File: config.mk
export PLATFORM = sky130hd
export DESIGN_NAME = fcfc_codec
export DESIGN_NICKNAME = d
export VERILOG_FILES = /design/src/core/fcfc_pkg.sv /design/src/core/fcfc_codec.sv
export VERILOG_INCLUDE_DIRS = /design/src /design/src/core
export SDC_FILE = /design/constraint.sdc
export NUM_CORES = 1
export LEC_CHECK = 0
export BUFFER_PORTS_ARGS = -buffer_cell sky130_fd_sc_hd__buf_4
export CELL_PAD_IN_SITES_DETAIL_PLACEMENT = 1
export CELL_PAD_IN_SITES_GLOBAL_PLACEMENT = 1
export CORE_UTILIZATION = 47
export CTS_CLUSTER_SIZE = 20
export DETAILED_ROUTE_END_ITERATION = 12
export PLACE_DENSITY_LB_ADDON = 0.25
export SKIP_LAST_GASP = 1
export SLEW_MARGIN = 10
export SYNTH_ARGS = -nofsm -noshare
export SYNTH_HDL_FRONTEND = slang
export SYNTH_SLANG_ARGS = --single-unit
File: constraint.sdc
create_clock -name mclk -period 2.8 [get_ports mclk]
set_input_delay 0.42 -clock mclk [delete_from_list [all_inputs] [get_ports mclk]]
set_output_delay 0.42 -clock mclk [all_outputs]
set_load 0.02 [all_outputs]
File: src/core/fcfc_cfg.svh
`ifndef FCFC_CFG_SVH
`define FCFC_CFG_SVH
`define FC_CLK_HZ    50000000
`define FC_BAUD      300
`define FC_TONE0_HZ  1850
`define FC_TONE1_HZ  1650
`define FC_CNT_W     18
`define FC_ID_W      8
`define FC_FLD_W     20
`define FC_FRM_W     28
`define FC_LEFT_W    5
`define FC_ID_DIS    8'h01
`define FC_ID_DCS    8'h41
`define FC_DCS_CARE  8'h7f
`define FC_RSV_BITS  20'h030e0
`define FC_FB_T4RX   9
`define FC_FB_RATE   10
`define FC_FB_FINE   14
`define FC_FB_2D     15
`define FC_FB_WIDTH  16
`define FC_FB_LEN    18
`define FC_CODE_BAD  2'h3
`define FC_A_CTRL    8'h00
`define FC_A_TXFLD   8'h04
`define FC_A_STAT    8'h08
`define FC_A_RXFIFO  8'h0c
`define FC_A_MODE    8'h10
`define FC_A_RCAP    8'h14
`define FC_CTRL_GO   0
`define FC_CTRL_DCS  1
`define FC_ST_BUSY   0
`define FC_ST_AVAIL  1
`define FC_ST_ERR    2
`define FC_ST_LVL    4
`define FC_E_W       31
`define FC_E_VALID   31
`define FC_FIFO_D    4
`endif

File: src/core/fcfc_pkg.sv
`default_nettype none
package fcfc_pkg;
	typedef enum logic [1:0] {FK_OTHER, FK_DIS, FK_DCS} fcfc_kind_t;
	typedef enum logic {TX_IDLE, TX_SEND} fcfc_tx_t;
	typedef enum logic [1:0] {RX_HUNT, RX_FIELD, RX_HOLD} fcfc_rx_t;
endpackage
`default_nettype wire

File: src/core/fcfc_codec.sv
// Our own choices: the placing of the registers and the APB register port.
`timescale 1ns/1ps
`default_nettype none
`include "fcfc_cfg.svh"

module fcfc_fifo #(
	parameter int W = `FC_E_W,
	parameter int D = `FC_FIFO_D
) (
	input  wire logic                 mclk,
	input  wire logic                 srst,
	input  wire logic                 inValid,
	output logic                      inReady,
	input  wire logic [W-1:0]         inData,
	output logic                      outValid,
	input  wire logic                 outReady,
	output logic [W-1:0]              outData,
	output logic [$clog2(D+1)-1:0]    level
);
	localparam int AW = (D > 1) ? $clog2(D) : 1;
	logic [W-1:0]  mem [D];
	logic [AW-1:0] wp;
	logic [AW-1:0] rp;
	logic          push;
	logic          pop;

	assign inReady  = level != ($clog2(D+1))'(D);
	assign outValid = level != '0;
	assign outData  = mem[rp];
	assign push     = inValid && inReady;
	assign pop      = outValid && outReady;

	always_ff @(posedge mclk) begin
		if (push) begin
			mem[wp] <= inData;
		end
	end

	always_ff @(posedge mclk) begin
		if (srst) begin
			wp    <= '0;
			rp    <= '0;
			level <= '0;
		end else begin
			if (push) begin
				wp <= (wp == AW'(D-1)) ? '0 : AW'(wp + 1'b1);
			end
			if (pop) begin
				rp <= (rp == AW'(D-1)) ? '0 : AW'(rp + 1'b1);
			end
			if (push && !pop) begin
				level <= ($clog2(D+1))'(level + 1'b1);
			end else if (pop && !push) begin
				level <= ($clog2(D+1))'(level - 1'b1);
			end
		end
	end
endmodule // fcfc_fifo

// How it works
// - 300 bps FSK, 1850 Hz zero, 1650 Hz one
// - frame opens with 8-bit identification code
// - DIS and DCS carry appended field bits
// - DIS identification code is 00000001
// - DCS code X1000001, top bit ignored
// - receiver announces its capabilities by DIS
// - bits 1-5 T.2/T.3 flags, 6-8 reserved
// - bit 9 T.4 transmit, bit 10 receive
// - DIS bits 11-12 give supported modem rates
// - DCS bits 11-12 select signalling rate
// - bits 13-14 reserved modulation, no meaning
// - bit 15 fine resolution, 16 2-D coding
// - DIS width bits 17-18, 11 invalid
// - DCS width bits 17-18 select line width
// - length bits 19-20, 11 invalid
module fcfc_codec import fcfc_pkg::*; #(
	parameter int BIT_CYCLES = `FC_CLK_HZ / `FC_BAUD,
	parameter int HALF0      = `FC_CLK_HZ / (2 * `FC_TONE0_HZ),
	parameter int HALF1      = `FC_CLK_HZ / (2 * `FC_TONE1_HZ),
	parameter int FIFO_D     = `FC_FIFO_D
) (
	input  wire logic                 mclk,
	input  wire logic                 srst,
	input  wire logic [7:0]           paddr,
	input  wire logic                 psel,
	input  wire logic                 penable,
	input  wire logic                 pwrite,
	input  wire logic [31:0]          pwdata,
	output logic [31:0]               prdata,
	output logic                      pready,
	output logic                      pslverr,
	output logic                      txFsk,
	output logic                      txBit,
	output logic                      txActive,
	input  wire logic                 rxBit,
	input  wire logic                 rxValid,
	input  wire logic                 rxFrame,
	output logic                      rxReady,
	output logic [1:0]                modeRate,
	output logic [1:0]                modeWidth,
	output logic [1:0]                modeLength,
	output logic                      modeFine,
	output logic                      mode2d,
	output logic                      modeT4Rx,
	output logic                      modeValid,
	output logic [`FC_FLD_W-1:0]      capFlags
);
	localparam int FW = `FC_FRM_W;
	localparam int LW = $clog2(FIFO_D+1);

	fcfc_tx_t                txState;
	fcfc_rx_t                rxState;
	logic                    ctrlDcs;
	logic                    goReq;
	logic [`FC_FLD_W-1:0]    txField;
	logic [`FC_FLD_W-1:0]    txFldClean;
	logic [`FC_FLD_W-1:0]    txFldRev;
	logic [`FC_FLD_W-1:0]    txShiftFld;
	logic [FW-1:0]           txLoad;
	logic [FW-1:0]           txShift;
	logic [`FC_LEFT_W-1:0]   txLeft;
	logic [`FC_CNT_W-1:0]    bitCnt;
	logic                    bitTick;
	logic [`FC_CNT_W-1:0]    toneCnt;
	logic [`FC_CNT_W-1:0]    toneHalf;
	logic [FW-1:0]           rxShift;
	logic [FW-1:0]           next_rxShift;
	logic [`FC_LEFT_W-1:0]   rxCnt;
	logic [`FC_E_W-1:0]      rxEntry;
	logic                    take;
	logic [`FC_ID_W-1:0]     hdrId;
	logic [`FC_ID_W-1:0]     rxId;
	logic [`FC_FLD_W-1:0]    rxFldRaw;
	logic [`FC_FLD_W-1:0]    rxFld;
	logic [1:0]              rxWidth;
	logic [1:0]              rxLength;
	logic                    rxErr;
	fcfc_kind_t              hdrKind;
	fcfc_kind_t              rxKind;
	logic                    fieldDone;
	logic                    errSticky;
	logic                    fifoInReady;
	logic                    fifoAvail;
	logic [`FC_E_W-1:0]      fifoHead;
	logic [LW-1:0]           fifoLevel;
	logic                    apbSetup;
	logic                    apbAccess;
	logic                    apbMapped;
	logic                    popReq;
	logic [31:0]             rdMux;

	// ---- transmit framing
	assign txFldClean = txField & ~`FC_RSV_BITS;
	assign txFldRev   = {<<{txFldClean}}; // field bit 1 goes first
	assign txLoad     = {ctrlDcs ? `FC_ID_DCS : `FC_ID_DIS, txFldRev};
	assign txShiftFld = {<<{txShift[`FC_FLD_W-1:0]}};

	always_ff @(posedge mclk) begin
		if (srst) begin
			txState  <= TX_IDLE;
			txShift  <= '0;
			txLeft   <= '0;
			txBit    <= 1'b0;
			txActive <= 1'b0;
		end else begin
			unique case (txState)
				TX_IDLE: begin
					if (goReq) begin
						txShift  <= txLoad;
						txLeft   <= `FC_LEFT_W'(FW-1);
						txBit    <= txLoad[FW-1];
						txActive <= 1'b1;
						txState  <= TX_SEND;
					end
				end
				TX_SEND: begin
					if (bitTick) begin
						if (txLeft == '0) begin
							txActive <= 1'b0;
							txBit    <= 1'b0;
							txState  <= TX_IDLE;
						end else begin
							txShift <= {txShift[FW-2:0], 1'b0};
							txBit   <= txShift[FW-2];
							txLeft  <= `FC_LEFT_W'(txLeft - 1'b1);
						end
					end
				end
			endcase
		end
	end

	// baud divider, one tick per bit time
	always_ff @(posedge mclk) begin
		if (srst || !txActive) begin
			bitCnt  <= '0;
			bitTick <= 1'b0;
		end else if (bitCnt == `FC_CNT_W'(BIT_CYCLES-1)) begin
			bitCnt  <= '0;
			bitTick <= 1'b1;
		end else begin
			bitCnt  <= `FC_CNT_W'(bitCnt + 1'b1);
			bitTick <= 1'b0;
		end
	end

	// square-wave tone, half period picked by the bit value
	assign toneHalf = txBit ? `FC_CNT_W'(HALF1-1) : `FC_CNT_W'(HALF0-1);

	always_ff @(posedge mclk) begin
		if (srst || !txActive) begin
			toneCnt <= '0;
			txFsk   <= 1'b0;
		end else if (toneCnt >= toneHalf) begin
			toneCnt <= '0;
			txFsk   <= ~txFsk;
		end else begin
			toneCnt <= `FC_CNT_W'(toneCnt + 1'b1);
		end
	end

	// ---- receive parsing
	assign take         = rxValid && rxReady && rxFrame;
	assign next_rxShift = {rxShift[FW-2:0], rxBit};
	assign hdrId        = next_rxShift[`FC_ID_W-1:0];
	assign rxId         = next_rxShift[FW-1:`FC_FLD_W];
	assign rxFldRaw     = {<<{next_rxShift[`FC_FLD_W-1:0]}};
	assign rxFld        = rxFldRaw & ~`FC_RSV_BITS;
	// first field bit of a pair is the code's msb
	assign rxWidth      = {rxFld[`FC_FB_WIDTH], rxFld[`FC_FB_WIDTH+1]};
	assign rxLength     = {rxFld[`FC_FB_LEN], rxFld[`FC_FB_LEN+1]};
	assign rxErr        = (rxWidth == `FC_CODE_BAD) || (rxLength == `FC_CODE_BAD);

	always_comb begin
		hdrKind = FK_OTHER;
		if (hdrId == `FC_ID_DIS) begin
			hdrKind = FK_DIS;
		end else if ((hdrId & `FC_DCS_CARE) == (`FC_ID_DCS & `FC_DCS_CARE)) begin
			hdrKind = FK_DCS;
		end
	end

	always_comb begin
		rxKind = FK_OTHER;
		if (rxId == `FC_ID_DIS) begin
			rxKind = FK_DIS;
		end else if ((rxId & `FC_DCS_CARE) == (`FC_ID_DCS & `FC_DCS_CARE)) begin
			rxKind = FK_DCS;
		end
	end

	assign fieldDone = (rxState == RX_FIELD) && take && (rxCnt == `FC_LEFT_W'(FW-1));

	always_ff @(posedge mclk) begin
		if (srst) begin
			rxState <= RX_HUNT;
			rxCnt   <= '0;
			rxShift <= '0;
			rxEntry <= '0;
			rxReady <= 1'b1;
		end else if (!rxFrame && rxState != RX_HOLD) begin
			rxState <= RX_HUNT;
			rxCnt   <= '0;
		end else begin
			unique case (rxState)
				RX_HUNT: begin
					if (take) begin
						rxShift <= next_rxShift;
						rxCnt   <= `FC_LEFT_W'(rxCnt + 1'b1);
						if (rxCnt == `FC_LEFT_W'(`FC_ID_W-1)) begin
							if (hdrKind != FK_OTHER) begin
								rxState <= RX_FIELD;
							end else begin
								rxEntry <= {1'b0, FK_OTHER, `FC_FLD_W'(0), hdrId};
								rxCnt   <= '0;
								rxReady <= 1'b0;
								rxState <= RX_HOLD;
							end
						end
					end
				end
				RX_FIELD: begin
					if (take) begin
						rxShift <= next_rxShift;
						rxCnt   <= `FC_LEFT_W'(rxCnt + 1'b1);
						if (fieldDone) begin
							rxEntry <= {rxErr, rxKind, rxFld, rxId};
							rxCnt   <= '0;
							rxReady <= 1'b0;
							rxState <= RX_HOLD;
						end
					end
				end
				RX_HOLD: begin
					if (fifoInReady) begin
						rxReady <= 1'b1;
						rxState <= RX_HUNT;
					end
				end
			endcase
		end
	end

	// a bad width or length keeps the last good settings
	always_ff @(posedge mclk) begin
		if (srst) begin
			modeRate   <= '0;
			modeWidth  <= '0;
			modeLength <= '0;
			modeFine   <= 1'b0;
			mode2d     <= 1'b0;
			modeT4Rx   <= 1'b0;
			modeValid  <= 1'b0;
		end else if (fieldDone && !rxErr && rxKind == FK_DCS) begin
			modeRate   <= {rxFld[`FC_FB_RATE], rxFld[`FC_FB_RATE+1]};
			modeWidth  <= rxWidth;
			modeLength <= rxLength;
			modeFine   <= rxFld[`FC_FB_FINE];
			mode2d     <= rxFld[`FC_FB_2D];
			modeT4Rx   <= rxFld[`FC_FB_T4RX];
			modeValid  <= 1'b1;
		end
	end

	always_ff @(posedge mclk) begin
		if (srst) begin
			capFlags <= '0;
		end else if (fieldDone && !rxErr && rxKind == FK_DIS) begin
			capFlags <= rxFld;
		end
	end

	always_ff @(posedge mclk) begin
		if (srst) begin
			errSticky <= 1'b0;
		end else if (fieldDone && rxErr) begin
			errSticky <= 1'b1;
		end else if (apbAccess && pwrite && paddr == `FC_A_STAT && pwdata[`FC_ST_ERR]) begin
			errSticky <= 1'b0;
		end
	end

	fcfc_fifo #(
		.W (`FC_E_W),
		.D (FIFO_D)
	) u_fifo (
		.mclk     (mclk),
		.srst     (srst),
		.inValid  (rxState == RX_HOLD),
		.inReady  (fifoInReady),
		.inData   (rxEntry),
		.outValid (fifoAvail),
		.outReady (popReq),
		.outData  (fifoHead),
		.level    (fifoLevel)
	);

	// ---- APB slave, zero wait states
	assign apbSetup  = psel && !penable;
	assign apbAccess = psel && penable && pready;
	assign popReq    = apbAccess && !pwrite && paddr == `FC_A_RXFIFO;

	always_comb begin
		apbMapped = 1'b1;
		rdMux     = '0;
		unique case (paddr)
			`FC_A_CTRL: rdMux[`FC_CTRL_DCS] = ctrlDcs;
			`FC_A_TXFLD: rdMux = 32'(txField);
			`FC_A_STAT: begin
				rdMux[`FC_ST_BUSY]  = txActive;
				rdMux[`FC_ST_AVAIL] = fifoAvail;
				rdMux[`FC_ST_ERR]   = errSticky;
				rdMux[`FC_ST_LVL +: LW] = fifoLevel;
			end
			`FC_A_RXFIFO: begin
				rdMux[`FC_E_W-1:0]  = fifoAvail ? fifoHead : '0;
				rdMux[`FC_E_VALID]  = fifoAvail;
			end
			`FC_A_MODE: rdMux = 32'({modeValid, modeT4Rx, mode2d, modeFine, modeLength, modeWidth, modeRate});
			`FC_A_RCAP: rdMux = 32'(capFlags);
			default: apbMapped = 1'b0;
		endcase
	end

	always_ff @(posedge mclk) begin
		if (srst) begin
			pready  <= 1'b0;
			pslverr <= 1'b0;
			prdata  <= '0;
		end else begin
			pready  <= apbSetup;
			pslverr <= apbSetup && !apbMapped;
			if (apbSetup) begin
				prdata <= pwrite ? '0 : rdMux;
			end
		end
	end

	always_ff @(posedge mclk) begin
		if (srst) begin
			ctrlDcs <= 1'b0;
			goReq   <= 1'b0;
			txField <= '0;
		end else begin
			goReq <= 1'b0;
			if (apbAccess && pwrite) begin
				if (paddr == `FC_A_CTRL) begin
					ctrlDcs <= pwdata[`FC_CTRL_DCS];
					goReq   <= pwdata[`FC_CTRL_GO] && !txActive;
				end
				if (paddr == `FC_A_TXFLD) begin
					txField <= pwdata[`FC_FLD_W-1:0];
				end
			end
		end
	end
endmodule // fcfc_codec
`default_nettype wire

Word-level counts from Yosys, hierarchy flattened
Memory sizes are Yosys's and may differ from the RTL's. A register that Yosys moved wholly into a read port is not among the register bits.
Index checks and enable logic that the tools add are counted.

storage, ports and cells
  register bits after elaboration = 228
  bits in writable memories = 124
  bits of input ports = 48
  output and inout bits = 68
  word-level logic and storage cells = 208
  memories kept = 1

operators by class
  add/sub/neg operators = 8
  magnitude comparators = 1
  eq/ne operators = 32
  muxes and demuxes = 72
  bitwise operators = 5
  reduce and logical (&&, ||, !) cells = 57

memory list
  memory      depth  width  read ports  clocked after memory_dff  write ports  line              RTL
  u_fifo.mem  4      31     1           1                         1            fcfc_codec.sv:21  logic [W-1:0] mem [D];

operators by type and width
  operator                 number
  $mux W31                 6
  $pmux W25 S4             1
  $mux W27                 3
  $pmux W31 S2             1
  $pmux W27 S2             1
  $mux W5                  8
  $add A18 B1 Y18 const B  2
  $mux W32                 1
  $mux W2                  14
  $logic_and A1 B1 Y1      23
  $mux W1                  21
  $pmux W5 S2              2
  $eq A18 B18 Y1 const B   1
  $ge A18 B14 Y1           1
  $ne A2 B2 Y1 const B     9
  $eq A8 B1 Y1 const B     2
  $eq A8 B4 Y1 const B     2
  $eq A8 B5 Y1 const B     2
  $pmux W3 S5              1
  $eq A7 B7 Y1 const B     2
  $reduce_and A7 Y1        2
  $eq A2 B2 Y1 const B     6
  $mux W12                 1
  $reduce_and A3 Y1        4
  other kinds (32)         59

Logic depth before layout (Yosys ltp)
  depth in word-level cells = 8
  mapped depth = 10
  mapped depth without buffers = 9

Modules after synthesis
From an unflattened synthesis, not the netlist that was laid out.

unflattened totals
  cell total of the unflattened synthesis = 1286
  area, all modules = 14164.8 sq um

by module, submodules not included
  module      times used  cells each  area each (sq um)  seq. area each (sq um)
  fcfc_codec  1           1077        9232.6             4324.1
  fcfc_fifo   1           209         4932.2             3903.7

Worst setup path after synthesis
OpenSTA, ideal clock, no wires.

  path kind = flip-flop to flip-flop
  start point = register u_fifo.level[0]
  end point = register u_fifo.level[2]
  setup time = 0.070 ns
  arrival time = 2.401 ns
  required time = 2.730 ns
  slack = 0.329 ns
  cell stages (with the launch flop) = 11
  path buffers = 1
  period minus slack after synthesis = 2.471 ns
  path through = dfxtp_1 > or3_1 > and4_1 > buf_4 > nand2_2 > ha_1 > inv_1 > fa_1 > xor2_1 > or3_1 > a21oi_1

on the way
  cells in the longest elaborated chain, start to end = 5
  elaborated cells between the ends (all ways) = 13
  those cells by class = add/sub (2); eq/ne (1); mux (2); reduce/logical (8)

ends and longest elaborated chain
  item                                                                   line              RTL
  start, declared                                                        fcfc_codec.sv:18  output logic [$clog2(D+1)-1:0] level
  start signal, assigned                                                 fcfc_codec.sv:52  level <= ($clog2(D+1))'(level + 1'b1);
  start signal, assigned                                                 fcfc_codec.sv:54  level <= ($clog2(D+1))'(level - 1'b1);
  parallel branches: the longest is 5 deep, another holds $sub A3 B1 Y3  --

Parallel ways; which one is timed is not known. The select of a mux whose other input is x is not followed.
A chain may end at the register's enable or synchronous reset.

Worst setup path in the final report
Same ends and word-level chain as after synthesis.

==> impl_metrics.toml <==
[die]
initial_core_util_pct = 47.86
die_h_um = 170.4
die_x_um = 170.4
coreArea_um2 = 27860
rows = 61
fp.dieArea_um2 = 29040
io_pins = 116

[placed_design]
numPortBuffers = 96
globalplace.congestion = 0.8334
place_ws_ns = 0.2185
hpwlAfterDp_um = 24970
dp.cells = 1667

[synth]
yosys_warnings = 0
synth.cell_area_um2 = 13330
synth_edf_count = 104
ys_ff_latch = 327
ys_dominant_reg_cell = "dfxtp_1"
netlist_instances = 1220
avgSynthCellArea_um2 = 10.93
synthArstFlopShare_pct = 0
yosysSeqAreaShare_pct = 56.91
synth_cell_types = 70

[sta]
finalSetupTns_ns = 0
hold_viol = 0
max_freq_mhz = 381.8
max_slew_margin_pct = 21.93
fin_ws_ns = 0.1810
finClkSkew_ns = 0.01229
maxSlewViolCount = 0
grt_setup_unrepaired = "no"
period_needed_ns = 2.619
finalSetupViolCount = 0
tightestPinTransition_ns = 1.169
finalCritPeriodShare_pct = 93.54

[clocking]
cts.repair.resized = 0
cts_sinks = 327
postCtsSetupRepairBufs = 0
clk_pin_slew_worst_paths_ns = 0.06
cts_root_buf = "clkbuf_16"
clock_latency_ns = 0.52
clockBufferDepth = 3
cts_hold_buf = 0
cts_tree = "built"
cts_buffers = 35
htreeDepth = 2

[power_and_ir_drop]
powerDensity_nw_per_um2 = 614.9
leakage_nw = 5.442
worst_ir_drop_vdd_mv = 0.3235

[finish]
diodes = 0
utilization_pct = 56.13
syn_to_final_growth_pct = 17.30
drive_gt1_share_pct = 18.21
finalNonFillerCells = 1729
layout.nets = 1399

[min_path]
hp-class = "input pin to flop"
hold_path_end = "txField[13]$_SDFFE_PP0P_"
hold_depth = 3
min_from = "pwdata[13]"

[detailed_routing]
drt_iter0_drc = 686
dr.pass1.iters = 5
routedWlPerCell_um = 21.37
drc = 0
ant_nets = 0
routed_wl_um = 36960
vias = 9853
via_per_inst = 5.699

[global_route]
grt_pass1_vias = 10230
overflow = 0
grt_pass1_wl_um = 57550
grt_max_degree = 63
antenna_found_initial = 0
grt_util_all_layers_pct = 26.15

[worst_setup_path]
arrival_ns = 3.06
cpMaxStageDelayCell = "or3_1"
path_cells = "or3_1 > and4_1 > nand2_2 > ha_1 > inv_1 > fa_1 > xor2_1 > or3_1 > a21oi_1"
rrSetupSlack_ns = 0.18
critPathRequiredTime_ns = 3.24
slowest_delay_ns = 0.48
critPathKind = "flop to flop"
r2r-start = "u_fifo.level[0]$_SDFFE_PP0P_"
timing.rr.end = "u_fifo.level[2]$_SDFFE_PP0P_"
worst-path-max-fanout = 6
cp-start-kind = "flop"
reg2reg_depth = 9
worst_path_most_repeated_cell = "or3_1"
cp-end-kind = "flop"

[flow_run]
drv_cap = 0

[status]
outcome = "complete, no violations"
power by group:
group | leakage (nW) | internal [W] | switching (W)
sequential | 2.76 | 0.00487 | 0.00000659
clock | 0.545 | 0.00268 | 0.00186
combinational | 2.14 | 0.0000637 | 0.000148
total | 5.44 | 0.00761 | 0.00201
worst max-delay path, delay by kind of cell, from the launching register on:
family | cells | cell delay (ns)
flops | 1 | 0.37
xor+xnor | 1 | 0.18
fa+ha+maj | 2 | 0.59
compound gates | 1 | 0.14
buf+inv | 1 | 0.07
simple gates | 4 | 1.19
sequential cells by signal, indices dropped and copies added (netlist names), 18 cells and up, named ones only:
| register | count |
|---|---|
| txField | 20 |
| rxEntry | 26 |
| prdata | 30 |
| bitCnt | 18 |
| txShift | 27 |
| rxShift | 27 |
| toneCnt | 18 |
| u_fifo.mem | 104 |
cell families after synthesis:
group | Yosys count | share of synthesized area, %
AND/OR/NAND/NOR | 429 | 14.58
flip-flops | 327 | 56.91
AO/OA/AOI/OAI | 200 | 10.31
buffers and inverters | 105 | 3.698
multiplexers | 94 | 9.498
XOR/XNOR | 39 | 2.562
adder cells (fa/ha/maj) | 25 | 2.403
other | 1 | 0.02813
how the worst max path moves through the flow:
stage | startpoint | end | slack [ns] | cells past startpoint
floorplan | u_fifo.level[0]$_SDFFE_PP0P_ | u_fifo.level[2]$_SDFFE_PP0P_ | 0.33 | 10
global placement | u_fifo.level[0]$_SDFFE_PP0P_ | u_fifo.level[2]$_SDFFE_PP0P_ | 0.28 | 9
finish | u_fifo.level[0]$_SDFFE_PP0P_ | u_fifo.level[2]$_SDFFE_PP0P_ | 0.18 | 9
detailed placement | u_fifo.level[0]$_SDFFE_PP0P_ | u_fifo.level[2]$_SDFFE_PP0P_ | 0.22 | 9
global route | u_fifo.level[0]$_SDFFE_PP0P_ | u_fifo.level[2]$_SDFFE_PP0P_ | 0.08 | 9
CTS | u_fifo.level[0]$_SDFFE_PP0P_ | u_fifo.level[2]$_SDFFE_PP0P_ | 0.19 | 9
metal layers:
metal / vias to the layer above / wire length (um) / GRT usage, %
met1: 4889 / 16060 / 34.51
met4: 0 / 1493 / 11.91
met3: 88 / 2190 / 3.605
li1: 4567 / - / -
met2: 309 / 17210 / 42.73
met5: - / 0 / 0
synth_stat cells, drive strengths merged (24+ instances only):
master  number  area (um^2)
xor2        26        227.7
buf         38        240.2
mux4        26        585.6
ha          24        300.3
dfxtp      223         4464
o21ai       26        130.1
nand3       46        235.2
nand2      125        471.7
clkbuf      41        155.1
inv         25        93.84
a22oi       25        187.7
a21oi       63        315.3
mux2i       68        680.7
edfxtp     104         3123
nor2       172        648.1
metrics by stage:
| stage | hold WS [ns] | total power (W) | instance area, um^2 |
|---|---|---|---|
| 2_1_floorplan | 0.4269 | 0.005089 | 13370 |
| 3_3_place_gp | 0.4372 | 0.005182 | 14520 |
| 3_5_place_dp | 0.4468 | 0.005184 | 14520 |
| 4_1_cts | 0.1374 | 0.009688 | 15640 |
| 5_1_grt | 0.1507 | 0.009888 | 15640 |
| 6_report | 0.1469 | 0.009615 | 15640 |
placed cells by master, fill, tap and decap left out, types with 16 or more instances in the layout:
master	count
clkbuf_16	37
nand3_1	45
inv_1	25
nor2_1	170
buf_4	137
nand2_1	124
xor2_1	26
mux2i_1	68
mux4_2	26
dfxtp_1	222
a31o_2	16
edfxtp_1	104
a21oi_1	63
a22oi_1	25
o21ai_0	25
a211oi_1	16
ha_1	24
cell type report:
type                    instances  area [um^2]
clock buffers                  48        997.2
clock inverters                14        120.1
fillers                      3002        12220
inverters                      26        97.59
multi-input cells             797         5293
flip-flops and latches        327         7589
well taps                     378        473.0
repair buffers                139         1069
Note: power is estimated with default switching activity, not from simulation.
